## config.mk

```make
export PLATFORM = sky130hd
export DESIGN_NAME = pin_event_status
export DESIGN_NICKNAME = d
export VERILOG_FILES = /design/src/inc/pin_event_pkg.sv /design/src/inc/flag_bank_if.sv /design/src/core/latch_bank.sv /design/src/core/pin_event_status.sv
export SDC_FILE = /design/constraint.sdc
export NUM_CORES = 1
export LEC_CHECK = 0
export ABC_AREA = 1
export BUFFER_PORTS_ARGS = -buffer_cell sky130_fd_sc_hd__buf_2
export CAP_MARGIN = 30
export CELL_PAD_IN_SITES_DETAIL_PLACEMENT = 0
export CELL_PAD_IN_SITES_GLOBAL_PLACEMENT = 1
export CORE_MARGIN = 1.5
export CORE_UTILIZATION = 38
export CTS_BUF_LIST = sky130_fd_sc_hd__clkbuf_8 sky130_fd_sc_hd__clkbuf_16
export DETAILED_ROUTE_END_ITERATION = 7
export PLACE_DENSITY_LB_ADDON = 0.08
export SYNTH_ARGS = -nofsm -noshare
export SYNTH_HDL_FRONTEND = slang
export SYNTH_SLANG_ARGS = --single-unit
```

## constraint.sdc

```tcl
create_clock -name i_core_clk -period 1.85 [get_ports i_core_clk]
set_clock_uncertainty 0.05 [all_clocks]
set_input_delay 0.37 -clock i_core_clk [delete_from_list [all_inputs] [get_ports i_core_clk]]
set_output_delay 0.37 -clock i_core_clk [all_outputs]
set_load 0.02 [all_outputs]
```

## src/inc/pin_event_pkg.sv

```systemverilog
// constants for the pin and timing event status block
// assumes a single register clock and one word-wide register access port
package pin_event_pkg;

  // register port
  localparam int          ADDR_W             = 5;
  localparam int          DATA_W             = 16;

  // register indices on the management port
  localparam logic [4:0]  ADDR_PIN_CTRL_ONE  = 5'h01;
  localparam logic [4:0]  ADDR_PIN_CTRL_TWO  = 5'h02;
  localparam logic [4:0]  ADDR_PIN_STATUS    = 5'h03;
  localparam logic [4:0]  ADDR_TIMING_FLAGS  = 5'h04;
  localparam logic [4:0]  ADDR_TIMING_EN     = 5'h05;

  // values after reset
  localparam logic [15:0] PIN_CTRL_ONE_RESET = 16'h6c00;
  localparam logic [15:0] PIN_CTRL_TWO_RESET = 16'h0000;
  localparam logic [15:0] TIMING_EN_RESET    = 16'h0000;

  // writable bits
  localparam logic [15:0] PIN_CTRL_ONE_WMASK = 16'h7fff;
  localparam logic [15:0] PIN_CTRL_TWO_WMASK = 16'h3fff;
  localparam logic [15:0] TIMING_EN_WMASK    = 16'h3fff;

  // pin status word layout
  localparam int          NUM_PINS           = 7;
  localparam int          UPPER_PIN_FIRST    = 3;
  localparam int          PIN_LEVEL_LSB      = 0;
  localparam int          PIN_LATCH_LSB      = 8;
  localparam int          EDGE_UPPER_BIT     = 13;
  localparam int          EDGE_LOWER_BIT     = 12;

  // timing flag word layout
  localparam int          SUM_MAIN_BIT       = 15;
  localparam int          SUM_OWN_BIT        = 14;
  localparam int          NUM_STAMP          = 3;
  localparam int          STAMP_FILLED_LSB   = 8;
  localparam int          STAMP_OVF_LSB      = 9;
  localparam int          GEN2_FREED_BIT     = 6;
  localparam int          GEN2_SEQ_BIT       = 5;
  localparam int          GEN2_MARK_BIT      = 4;
  localparam int          GEN1_FREED_BIT     = 3;
  localparam logic [15:0] TIMING_LATCH_MASK  = 16'h3f78;

  // reset release: cycles until the pin edge detector holds two valid samples
  localparam int          ARM_CYCLES         = 3;

endpackage

```

## src/inc/flag_bank_if.sv

```systemverilog
// set, clear and stored flags between the status block and its latch banks
// assumes both ends share the register clock
`timescale 1ns/1ps
interface flag_bank_if #(parameter int W = 16);
  logic [W-1:0] set;
  logic [W-1:0] clr;
  logic [W-1:0] flags;
  modport bank (input set, input clr, output flags);
  modport user (output set, output clr, input flags);
endinterface

```

## src/core/latch_bank.sv

```systemverilog
// bank of sticky flags, set by events and cleared by reads
// assumes set and clr are synchronous to i_core_clk
`timescale 1ns/1ps
module latch_bank #(
  parameter int W = 16
) (
  input  wire logic      i_core_clk, // register clock
  input  wire logic      i_rstn,     // synchronous reset, active low
  flag_bank_if.bank      fb          // set, clear and flags
);

  logic [W-1:0] flags_ff;

  genvar g;
  generate
    for (g = 0; g < W; g++)
    begin : g_bit
      always_ff @(posedge i_core_clk)
      begin
        if (!i_rstn)
          flags_ff[g] <= 1'b0;
        else if (fb.set[g])
          flags_ff[g] <= 1'b1; // RL16
        else if (fb.clr[g])
          flags_ff[g] <= 1'b0; // RL3
      end
    end
  endgenerate

  assign fb.flags = flags_ff;

endmodule

```

## src/core/pin_event_status.sv

```systemverilog
// pin edge latches, live pin levels and timing event flags with summaries
// assumes pins are asynchronous; all event inputs come from logic on i_core_clk
// Function
// RL1 - upper pins latch on selected edge
// RL2 - lower pins latch on selected edge
// RL3 - pin flag shows edge since read; clears
// RL4 - low bits show live pin levels
// RL5 - bit 15 summarises main event flags
// RL6 - bit 14 summarises enabled timing flags
// RL7 - queue overflow latched until read
// RL8 - queue empty-to-filled latched, read clears
// RL9 - generator queue full-to-not-full latched
// RL10 - generator two sequence end latched
// RL11 - only marked generator two events latch
// RL12 - enabled flags drive interrupt toward pin
// RL13 - reserved bits read as zero
// RL14 - edge select: 0 falling, 1 rising
// RL15 - per-flag enable gates the summary
// RL16 - event during read keeps flag set
`timescale 1ns/1ps
module pin_event_status (
  input  wire logic        i_core_clk,        // register clock, 40 MHz
  input  wire logic        i_rstn,            // synchronous reset, active low
  input  wire logic        i_reg_rd,          // register read strobe, one cycle
  input  wire logic        i_reg_wr,          // register write strobe, one cycle
  input  wire logic [4:0]  i_reg_addr,        // register index
  input  wire logic [15:0] i_reg_wdata,       // write data
  output logic      [15:0] o_reg_rdata,       // read data, valid with o_reg_rvalid
  output logic             o_reg_rvalid,      // read answer, one cycle
  input  wire logic [6:0]  i_pin,             // pins seven down to one, asynchronous
  input  wire logic [2:0]  i_stamp_overflow,  // stamp queue overflow pulses, queues 3..1
  input  wire logic [2:0]  i_stamp_not_empty, // stamp queue not-empty levels, queues 3..1
  input  wire logic [1:0]  i_gen_queue_full,  // generator command queue full, gen 2..1
  input  wire logic        i_gen2_seq_done,   // generator two repeat sequence done pulse
  input  wire logic        i_gen2_event_done, // generator two event done pulse
  input  wire logic        i_gen2_event_mark, // status mark bit of that event's entry
  input  wire logic        i_main_irq_src,    // any enabled main event flag set
  output logic             o_timing_irq,      // interrupt request toward the pin mux
  output logic      [15:0] o_pin_ctrl_one,    // pin output control one
  output logic      [15:0] o_pin_ctrl_two     // pin output control two
);

  flag_bank_if #(.W(pin_event_pkg::NUM_PINS)) pin_if ();
  flag_bank_if #(.W(pin_event_pkg::DATA_W))   tim_if ();

  logic [6:0]  pin_s1_ff;
  logic [6:0]  pin_s2_ff;
  logic [6:0]  pin_s3_ff;
  logic [2:0]  arm_ff;
  logic [2:0]  stamp_ne_prev_ff;
  logic [1:0]  gen_full_prev_ff;
  logic [15:0] ctrl_one_ff;
  logic [15:0] ctrl_two_ff;
  logic [15:0] tim_en_ff;
  logic [15:0] rdata_ff;
  logic        rvalid_ff;
  logic        irq_ff;
  logic [15:0] nxt_rdata;
  logic [6:0]  pin_set;
  logic [15:0] tim_set;
  logic [2:0]  stamp_fill;
  logic        armed;
  logic        rd_pin;
  logic        rd_tim;
  logic        own_sum;

  latch_bank #(.W(pin_event_pkg::NUM_PINS)) u_pin_bank (
    .i_core_clk (i_core_clk),
    .i_rstn     (i_rstn),
    .fb         (pin_if.bank)
  );

  latch_bank #(.W(pin_event_pkg::DATA_W)) u_tim_bank (
    .i_core_clk (i_core_clk),
    .i_rstn     (i_rstn),
    .fb         (tim_if.bank)
  );

  // pins: two stages against metastability, third stage only for edge compare
  always_ff @(posedge i_core_clk)
  begin
    if (!i_rstn)
    begin
      pin_s1_ff <= 7'h00;
      pin_s2_ff <= 7'h00;
      pin_s3_ff <= 7'h00;
    end
    else
    begin
      pin_s1_ff <= i_pin;
      pin_s2_ff <= pin_s1_ff;
      pin_s3_ff <= pin_s2_ff;
    end
  end

  // edges are ignored until both compare stages hold real pin samples,
  // otherwise a pin held high through reset would look like a rising edge
  always_ff @(posedge i_core_clk)
  begin
    if (!i_rstn)
      arm_ff <= 3'h0;
    else
      arm_ff <= {arm_ff[1:0], 1'b1};
  end

  assign armed = arm_ff[pin_event_pkg::ARM_CYCLES-1];

  genvar p;
  generate
    for (p = 0; p < pin_event_pkg::NUM_PINS; p++)
    begin : g_pin
      logic sel_rise;
      assign sel_rise = (p >= pin_event_pkg::UPPER_PIN_FIRST) ?
                        ctrl_two_ff[pin_event_pkg::EDGE_UPPER_BIT] :   // RL1
                        ctrl_two_ff[pin_event_pkg::EDGE_LOWER_BIT];    // RL2
      assign pin_set[p] = armed & (sel_rise ? (pin_s2_ff[p] & ~pin_s3_ff[p]) :
                                              (~pin_s2_ff[p] & pin_s3_ff[p])); // RL14
    end
  endgenerate

  assign rd_pin = i_reg_rd && (i_reg_addr == pin_event_pkg::ADDR_PIN_STATUS);
  assign rd_tim = i_reg_rd && (i_reg_addr == pin_event_pkg::ADDR_TIMING_FLAGS);

  assign pin_if.set = pin_set;
  assign pin_if.clr = {pin_event_pkg::NUM_PINS{rd_pin}}; // RL3

  // event history for the transition-triggered timing flags
  always_ff @(posedge i_core_clk)
  begin
    if (!i_rstn)
    begin
      stamp_ne_prev_ff <= 3'h0;
      gen_full_prev_ff <= 2'h0;
    end
    else
    begin
      stamp_ne_prev_ff <= i_stamp_not_empty;
      gen_full_prev_ff <= i_gen_queue_full;
    end
  end

  assign stamp_fill = i_stamp_not_empty & ~stamp_ne_prev_ff; // RL8

  always_comb
  begin
    tim_set = 16'h0000;
    for (int k = 0; k < pin_event_pkg::NUM_STAMP; k++)
    begin
      tim_set[pin_event_pkg::STAMP_OVF_LSB + 2*k]    = i_stamp_overflow[k]; // RL7
      tim_set[pin_event_pkg::STAMP_FILLED_LSB + 2*k] = stamp_fill[k];       // RL8
    end
    tim_set[pin_event_pkg::GEN2_FREED_BIT] = gen_full_prev_ff[1] & ~i_gen_queue_full[1]; // RL9
    tim_set[pin_event_pkg::GEN1_FREED_BIT] = gen_full_prev_ff[0] & ~i_gen_queue_full[0]; // RL9
    tim_set[pin_event_pkg::GEN2_SEQ_BIT]   = i_gen2_seq_done;                            // RL10
    tim_set[pin_event_pkg::GEN2_MARK_BIT]  = i_gen2_event_done & i_gen2_event_mark;      // RL11
  end

  assign tim_if.set = tim_set;
  assign tim_if.clr = {pin_event_pkg::DATA_W{rd_tim}} & pin_event_pkg::TIMING_LATCH_MASK; // RL7

  assign own_sum = |(tim_if.flags & tim_en_ff & pin_event_pkg::TIMING_LATCH_MASK); // RL15

  // writable controls
  always_ff @(posedge i_core_clk)
  begin
    if (!i_rstn)
    begin
      ctrl_one_ff <= pin_event_pkg::PIN_CTRL_ONE_RESET;
      ctrl_two_ff <= pin_event_pkg::PIN_CTRL_TWO_RESET;
      tim_en_ff   <= pin_event_pkg::TIMING_EN_RESET;
    end
    else if (i_reg_wr)
    begin
      case (i_reg_addr)
        pin_event_pkg::ADDR_PIN_CTRL_ONE: ctrl_one_ff <= i_reg_wdata & pin_event_pkg::PIN_CTRL_ONE_WMASK;
        pin_event_pkg::ADDR_PIN_CTRL_TWO: ctrl_two_ff <= i_reg_wdata & pin_event_pkg::PIN_CTRL_TWO_WMASK;
        pin_event_pkg::ADDR_TIMING_EN:    tim_en_ff   <= i_reg_wdata & pin_event_pkg::TIMING_EN_WMASK;
        default:                          ctrl_one_ff <= ctrl_one_ff;
      endcase
    end
  end

  // read data: value before the clear that the same read performs
  always_comb
  begin
    nxt_rdata = 16'h0000;
    case (i_reg_addr)
      pin_event_pkg::ADDR_PIN_CTRL_ONE: nxt_rdata = ctrl_one_ff;
      pin_event_pkg::ADDR_PIN_CTRL_TWO: nxt_rdata = ctrl_two_ff;
      pin_event_pkg::ADDR_PIN_STATUS:
      begin
        nxt_rdata[pin_event_pkg::PIN_LATCH_LSB +: pin_event_pkg::NUM_PINS] = pin_if.flags; // RL3
        nxt_rdata[pin_event_pkg::PIN_LEVEL_LSB +: pin_event_pkg::NUM_PINS] = pin_s2_ff;    // RL4
      end
      pin_event_pkg::ADDR_TIMING_FLAGS:
      begin
        nxt_rdata = tim_if.flags & pin_event_pkg::TIMING_LATCH_MASK; // RL13
        nxt_rdata[pin_event_pkg::SUM_MAIN_BIT] = i_main_irq_src;     // RL5
        nxt_rdata[pin_event_pkg::SUM_OWN_BIT]  = own_sum;            // RL6
      end
      pin_event_pkg::ADDR_TIMING_EN:    nxt_rdata = tim_en_ff;
      default:                          nxt_rdata = 16'h0000;
    endcase
  end

  always_ff @(posedge i_core_clk)
  begin
    if (!i_rstn)
    begin
      rdata_ff  <= 16'h0000;
      rvalid_ff <= 1'b0;
    end
    else
    begin
      rvalid_ff <= i_reg_rd;
      if (i_reg_rd)
        rdata_ff <= nxt_rdata;
    end
  end

  // interrupt level toward the pin output mux
  always_ff @(posedge i_core_clk)
  begin
    if (!i_rstn)
      irq_ff <= 1'b0;
    else
      irq_ff <= own_sum; // RL12
  end

  assign o_reg_rdata    = rdata_ff;
  assign o_reg_rvalid   = rvalid_ff;
  assign o_timing_irq   = irq_ff;
  assign o_pin_ctrl_one = ctrl_one_ff;
  assign o_pin_ctrl_two = ctrl_two_ff;

  a_upper_edge_latch: assert property ( // RL1
    @(posedge i_core_clk) disable iff (!i_rstn)
    (pin_set[6:3] != 4'h0) |=> ((pin_if.flags[6:3] & $past(pin_set[6:3])) == $past(pin_set[6:3])))
    else $error("upper pin edge not latched");

  a_lower_edge_latch: assert property ( // RL2
    @(posedge i_core_clk) disable iff (!i_rstn)
    (pin_set[2:0] != 3'h0) |=> ((pin_if.flags[2:0] & $past(pin_set[2:0])) == $past(pin_set[2:0])))
    else $error("lower pin edge not latched");

  a_pin_read_clear: assert property ( // RL3
    @(posedge i_core_clk) disable iff (!i_rstn)
    (rd_pin && pin_set == 7'h00) |=> (pin_if.flags == 7'h00) ##0 o_reg_rvalid
      ##0 (o_reg_rdata[14:8] == $past(pin_if.flags)))
    else $error("pin flag read did not return and clear");

  a_pin_live_level: assert property ( // RL4
    @(posedge i_core_clk) disable iff (!i_rstn)
    rd_pin |=> (o_reg_rdata[6:0] == $past(pin_s2_ff)))
    else $error("pin level bits wrong");

  a_main_summary: assert property ( // RL5
    @(posedge i_core_clk) disable iff (!i_rstn)
    rd_tim |=> (o_reg_rdata[15] == $past(i_main_irq_src)))
    else $error("main summary bit wrong");

  a_own_summary: assert property ( // RL6
    @(posedge i_core_clk) disable iff (!i_rstn)
    rd_tim |=> (o_reg_rdata[14] == $past(|(tim_if.flags & tim_en_ff & 16'h3f78))))
    else $error("own summary bit wrong");

  a_overflow_held: assert property ( // RL7
    @(posedge i_core_clk) disable iff (!i_rstn)
    (tim_if.flags[9] && !rd_tim) |=> tim_if.flags[9])
    else $error("overflow flag dropped without read");

  a_overflow_latch: assert property ( // RL7
    @(posedge i_core_clk) disable iff (!i_rstn)
    (i_stamp_overflow != 3'h0) |=>
      (({tim_if.flags[13], tim_if.flags[11], tim_if.flags[9]} & $past(i_stamp_overflow)) == $past(i_stamp_overflow)))
    else $error("overflow not latched");

  a_filled_latch: assert property ( // RL8
    @(posedge i_core_clk) disable iff (!i_rstn)
    $rose(i_stamp_not_empty[2]) |=> tim_if.flags[12])
    else $error("queue three fill not latched");

  a_freed_latch: assert property ( // RL9
    @(posedge i_core_clk) disable iff (!i_rstn)
    $fell(i_gen_queue_full[0]) |=> tim_if.flags[3])
    else $error("generator one queue space not latched");

  a_sequence_latch: assert property ( // RL10
    @(posedge i_core_clk) disable iff (!i_rstn)
    i_gen2_seq_done |=> tim_if.flags[5])
    else $error("sequence done not latched");

  a_unmarked_ignored: assert property ( // RL11
    @(posedge i_core_clk) disable iff (!i_rstn)
    (!tim_if.flags[4] && !(i_gen2_event_done && i_gen2_event_mark)) |=> !tim_if.flags[4])
    else $error("marked event flag set without marked event");

  a_irq_follows: assert property ( // RL12
    @(posedge i_core_clk) disable iff (!i_rstn)
    ((tim_if.flags & tim_en_ff & 16'h3f78) != 16'h0000) |=> o_timing_irq)
    else $error("interrupt not raised for enabled flag");

  a_reserved_zero: assert property ( // RL13
    @(posedge i_core_clk) disable iff (!i_rstn)
    (rd_pin || rd_tim) |=> (o_reg_rdata[7] == 1'b0) && ($past(rd_tim) || !o_reg_rdata[15]))
    else $error("reserved bit not zero");

  a_edge_polarity: assert property ( // RL14
    @(posedge i_core_clk) disable iff (!i_rstn)
    (!ctrl_two_ff[12] && pin_s2_ff[0] && !pin_s3_ff[0]) |-> !pin_set[0])
    else $error("rising edge latched under falling select");

  a_enable_gate: assert property ( // RL15
    @(posedge i_core_clk) disable iff (!i_rstn)
    (tim_en_ff == 16'h0000) |=> !o_timing_irq)
    else $error("interrupt with all enables off");

  a_set_wins: assert property ( // RL16
    @(posedge i_core_clk) disable iff (!i_rstn)
    (rd_tim && tim_set[9]) |=> tim_if.flags[9])
    else $error("event lost during read");

endmodule

```

==> results.txt <==
The placed standard-cell area came out at 4908 µm². The leakage power figure is 2.383 nW. The detailed-placement wirelength estimate is 8.765 mm. The count of unique library cells instantiated by Yosys came out at 21.

The cell with the biggest individual delay on the critical path is sky130_fd_sc_hd__dfxtp_1. At the worst endpoint, the required time is 1430 ps. The final hold violation count was 0. The quantity of hold-fixing buffers added after cts came out at 0.

The worst hold path class is input pin to register. The final clock period utilization by the worst path came out at 0.7774. The relative area change from synthesis to final layout is 22.06%. The number of setup buffers added after CTS came out at 0.

The die outline height is 108.4 µm. For this design the ratio of total power to cell area is 865.8 nW/µm². The worst reg2reg path depth came out at 8. The cell area after layout came out at 5150 µm². The critical path launch point type is a register. For this run, design rule violations remaining after detail routing come to 0. The count of input and output buffers came out at 89. The post-cts resize count is 0. The deepest clock path buffer count came out at 2. In this run the horizontal extent of the chip is 108.4 µm. Along the worst hold path, the cell count comes to 3.

Data arrives at the worst endpoint at 1020 ps. The first-iteration detailed-routing DRC count came out at 129. The post-route antenna net violation count is 0. The relative slew slack came out at 0.6405. Sorting the synthesized cells by area gives the leading types as sky130_fd_sc_hd__dfxtp_1 51%, sky130_fd_sc_hd__nand2_1 15%, sky130_fd_sc_hd__a21oi_1 8.7%, sky130_fd_sc_hd__o21ai_0 7.0%, sky130_fd_sc_hd__inv_1 6.0%. At the end of routability-driven placement, the weighted congestion stood at 0.8340.

The average detailed-routed wire length per instance came out at 14.45 µm. The number of H-tree levels is 3. The worst hold slack is 115.2 ps.

The worst-case IR drop observed on VDD is 0.0005192 V. The kind of end point of the critical path is a primary output. In this design, the largest share of critical-path delay is due to flip-flops. The number of global-route vias before repair is 3603. Setup repair after global routing left no endpoint under its margin. For the pin with the worst max-slew slack, the measured transition is 537.9 ps. The final number of max-transition violations came out at 0. The sequential cell area fraction in the yosys report came out at 0.5077. The run finished with clean final reports. The tool flagged a number of max-cap violations equal to 0. The die covers 11740 µm². TritonCTS built the clock tree. The wire length of the first global-routing pass came out at 18.51 mm. Entering global routing, the biggest net connects 34 pins.

The number of buffers created by CTS came out at 9. The instance count of the mapped netlist came out at 578. After layout, the design draws a total of 4.459 mW. The share of post-route cells with drive strength above 1 came out at 0.2059.

The routed wire length came out at 11.85 mm. Using the TritonRoute via totals, the vias-per-cell ratio works out to 4.794. In this run the core area contains 38 standard-cell rows. The minimum setup slack after placement is -2.279 ps. The accumulated negative setup slack is 0 ps.

The share of synthesized area in the top cell type comes to 0.5077. Across all setup checks in the final design, the least slack found is 411.9 ps. The number of antenna violations at the first check in global routing came out at 0. The antenna diode count is 0. The shortest clock period the worst path allows after layout came out at 1438 ps. The total overflow left after global routing is 0.

The core region area is 10840 µm². The post-synthesis average cell area is 7.299 µm². The warning count from the yosys run is 0. The total routing usage reported by global routing came out at 0.2118. The count of final setup violators came out at 0. The summed instance area of the synthesized netlist is 4219 µm². The number of top-level design ports came out at 94.

The post-CTS clock slew at the launch and capture registers of the worst setup and hold paths is 100 ps. The cell type with the largest total area after synthesis is sky130_fd_sc_hd__dfxtp_1. The first TritonRoute pass finished after 4 iterations. The clock sink count is 107. For the worst-skew pair, the clock arrives at the later sink with an insertion delay of 380 ps.

The starting density of the core came out at 0.3892. Walking the worst path, the cells encountered are buf_2. The path length in cells of the critical path came out at 1. The number of buffers and inverters on the critical path is 1.

The total number of nets in the final design came out at 719. In this run the clock root is driven by a sky130_fd_sc_hd__clkbuf_8. Counting flops and latches in the post-synthesis netlist gives 107. The maximum achievable frequency is 695.3 MHz.

The via count came out at 3931. The maximum net fanout on the critical path is 6. The delay of the slowest critical-path stage is 440 ps. The critical path is of the register to primary output type.
## final timing paths
path | from | to | slack (ps)
max | o_pin_ctrl_two[13] | o_pin_ctrl_two[13] | 410
min | i_pin[2] | pin_s1_ff[2] | 120
max reg2reg | tim_en_ff[11] | o_reg_rdata[14] | 680
min reg2reg | stamp_ne_prev_ff[0] | u_tim_bank.fb.flags[8] | 370
## state kept, by name, indices dropped and copies added, names as in the netlist
signal	flops
gen_full_prev_ff	2
o_reg_rvalid	1
u_tim_bank.fb.flags	10
pin_s2_ff	7
tim_en_ff	14
o_pin_ctrl_two	14
o_timing_irq	1
u_pin_bank.fb.flags	7
arm_ff	3
pin_s1_ff	7
o_pin_ctrl_one	15
o_reg_rdata	16
stamp_ne_prev_ff	3
pin_s3_ff	7
## kinds of logic after synthesis
logic type / count (synthesis) / share of synthesized area
AO/OA/AOI/OAI: 134 / 0.1590
flip-flops: 107 / 0.5077
other: 1 / 0.0008888
buffers and inverters: 100 / 0.09638
AND/OR/NAND/NOR: 236 / 0.2361
## placed cells by master (no fill, tap or decap)
cell,netlist,final
sky130_fd_sc_hd__nor2_4,3,3
sky130_fd_sc_hd__buf_2,7,89
sky130_fd_sc_hd__o21ai_1,2,2
sky130_fd_sc_hd__inv_1,67,68
sky130_fd_sc_hd__inv_2,3,3
sky130_fd_sc_hd__nand2_2,2,2
sky130_fd_sc_hd__dfxtp_1,107,107
sky130_fd_sc_hd__nor3_1,3,3
sky130_fd_sc_hd__o21ai_0,59,59
sky130_fd_sc_hd__nand2_1,165,165
sky130_fd_sc_hd__clkinv_1,2,2
sky130_fd_sc_hd__nand4_1,8,8
sky130_fd_sc_hd__nand4_2,1,1
sky130_fd_sc_hd__nor2_2,4,4
sky130_fd_sc_hd__clkinv_2,0,2
sky130_fd_sc_hd__conb_1,1,3
sky130_fd_sc_hd__nand3_1,32,32
sky130_fd_sc_hd__a21oi_1,73,73
sky130_fd_sc_hd__clkbuf_8,0,10
sky130_fd_sc_hd__buf_12,0,2
sky130_fd_sc_hd__nor2_1,18,18
sky130_fd_sc_hd__bufinv_16,0,3
sky130_fd_sc_hd__buf_4,4,21
## cell usage after synthesis
cell type and instances:
sky130_fd_sc_hd__o21ai_0 59, sky130_fd_sc_hd__clkbuf_1 16, sky130_fd_sc_hd__buf_4 4, sky130_fd_sc_hd__nor3_1 3
sky130_fd_sc_hd__conb_1 1, sky130_fd_sc_hd__nand3_1 32, sky130_fd_sc_hd__clkinv_1 2, sky130_fd_sc_hd__inv_2 3
sky130_fd_sc_hd__nor2_4 3, sky130_fd_sc_hd__a21oi_1 73, sky130_fd_sc_hd__nor2_1 18, sky130_fd_sc_hd__dfxtp_1 107
sky130_fd_sc_hd__buf_2 7, sky130_fd_sc_hd__inv_1 67, sky130_fd_sc_hd__nand4_2 1, sky130_fd_sc_hd__o21ai_1 2
sky130_fd_sc_hd__buf_6 1, sky130_fd_sc_hd__nor2_2 4, sky130_fd_sc_hd__nand4_1 8, sky130_fd_sc_hd__nand2_1 165
sky130_fd_sc_hd__nand2_2 2
## layer usage
| metal | wire [µm] | track usage | vias to the layer above |
|---|---|---|---|
| li1 | - | - | 2023 |
| met1 | 5693 | 0.2836 | 1800 |
| met2 | 5349 | 0.3363 | 96 |
| met3 | 638 | 0.03677 | 12 |
| met4 | 166 | 0.08835 | 0 |
| met5 | 0 | 0 | - |
## metrics by stage
stage                       util  cells
after floorplan                -    580
after detailed placement  0.4528    804
after CTS                 0.4751    820
final                     0.4751    820
after global routing      0.4751    820
after global placement    0.4528    804
## power by group
group | internal, mW | leakage [nW] | switching, mW
Clock | 0.927 | 0.127 | 0.789
Sequential | 2.37 | 0.873 | 0.0427
Combinational | 0.119 | 1.38 | 0.211
## cell type report
class | count | area, µm²
clock buffer | 10 | 137.6
clock inverter | 6 | 103.9
fill | 1157 | 5690
inverter | 72 | 270.3
multi-input combinational | 373 | 1678
sequential | 107 | 2142
tap | 140 | 175.2
timing repair buffer | 112 | 643.1
Power figures use the tool's default switching activity.
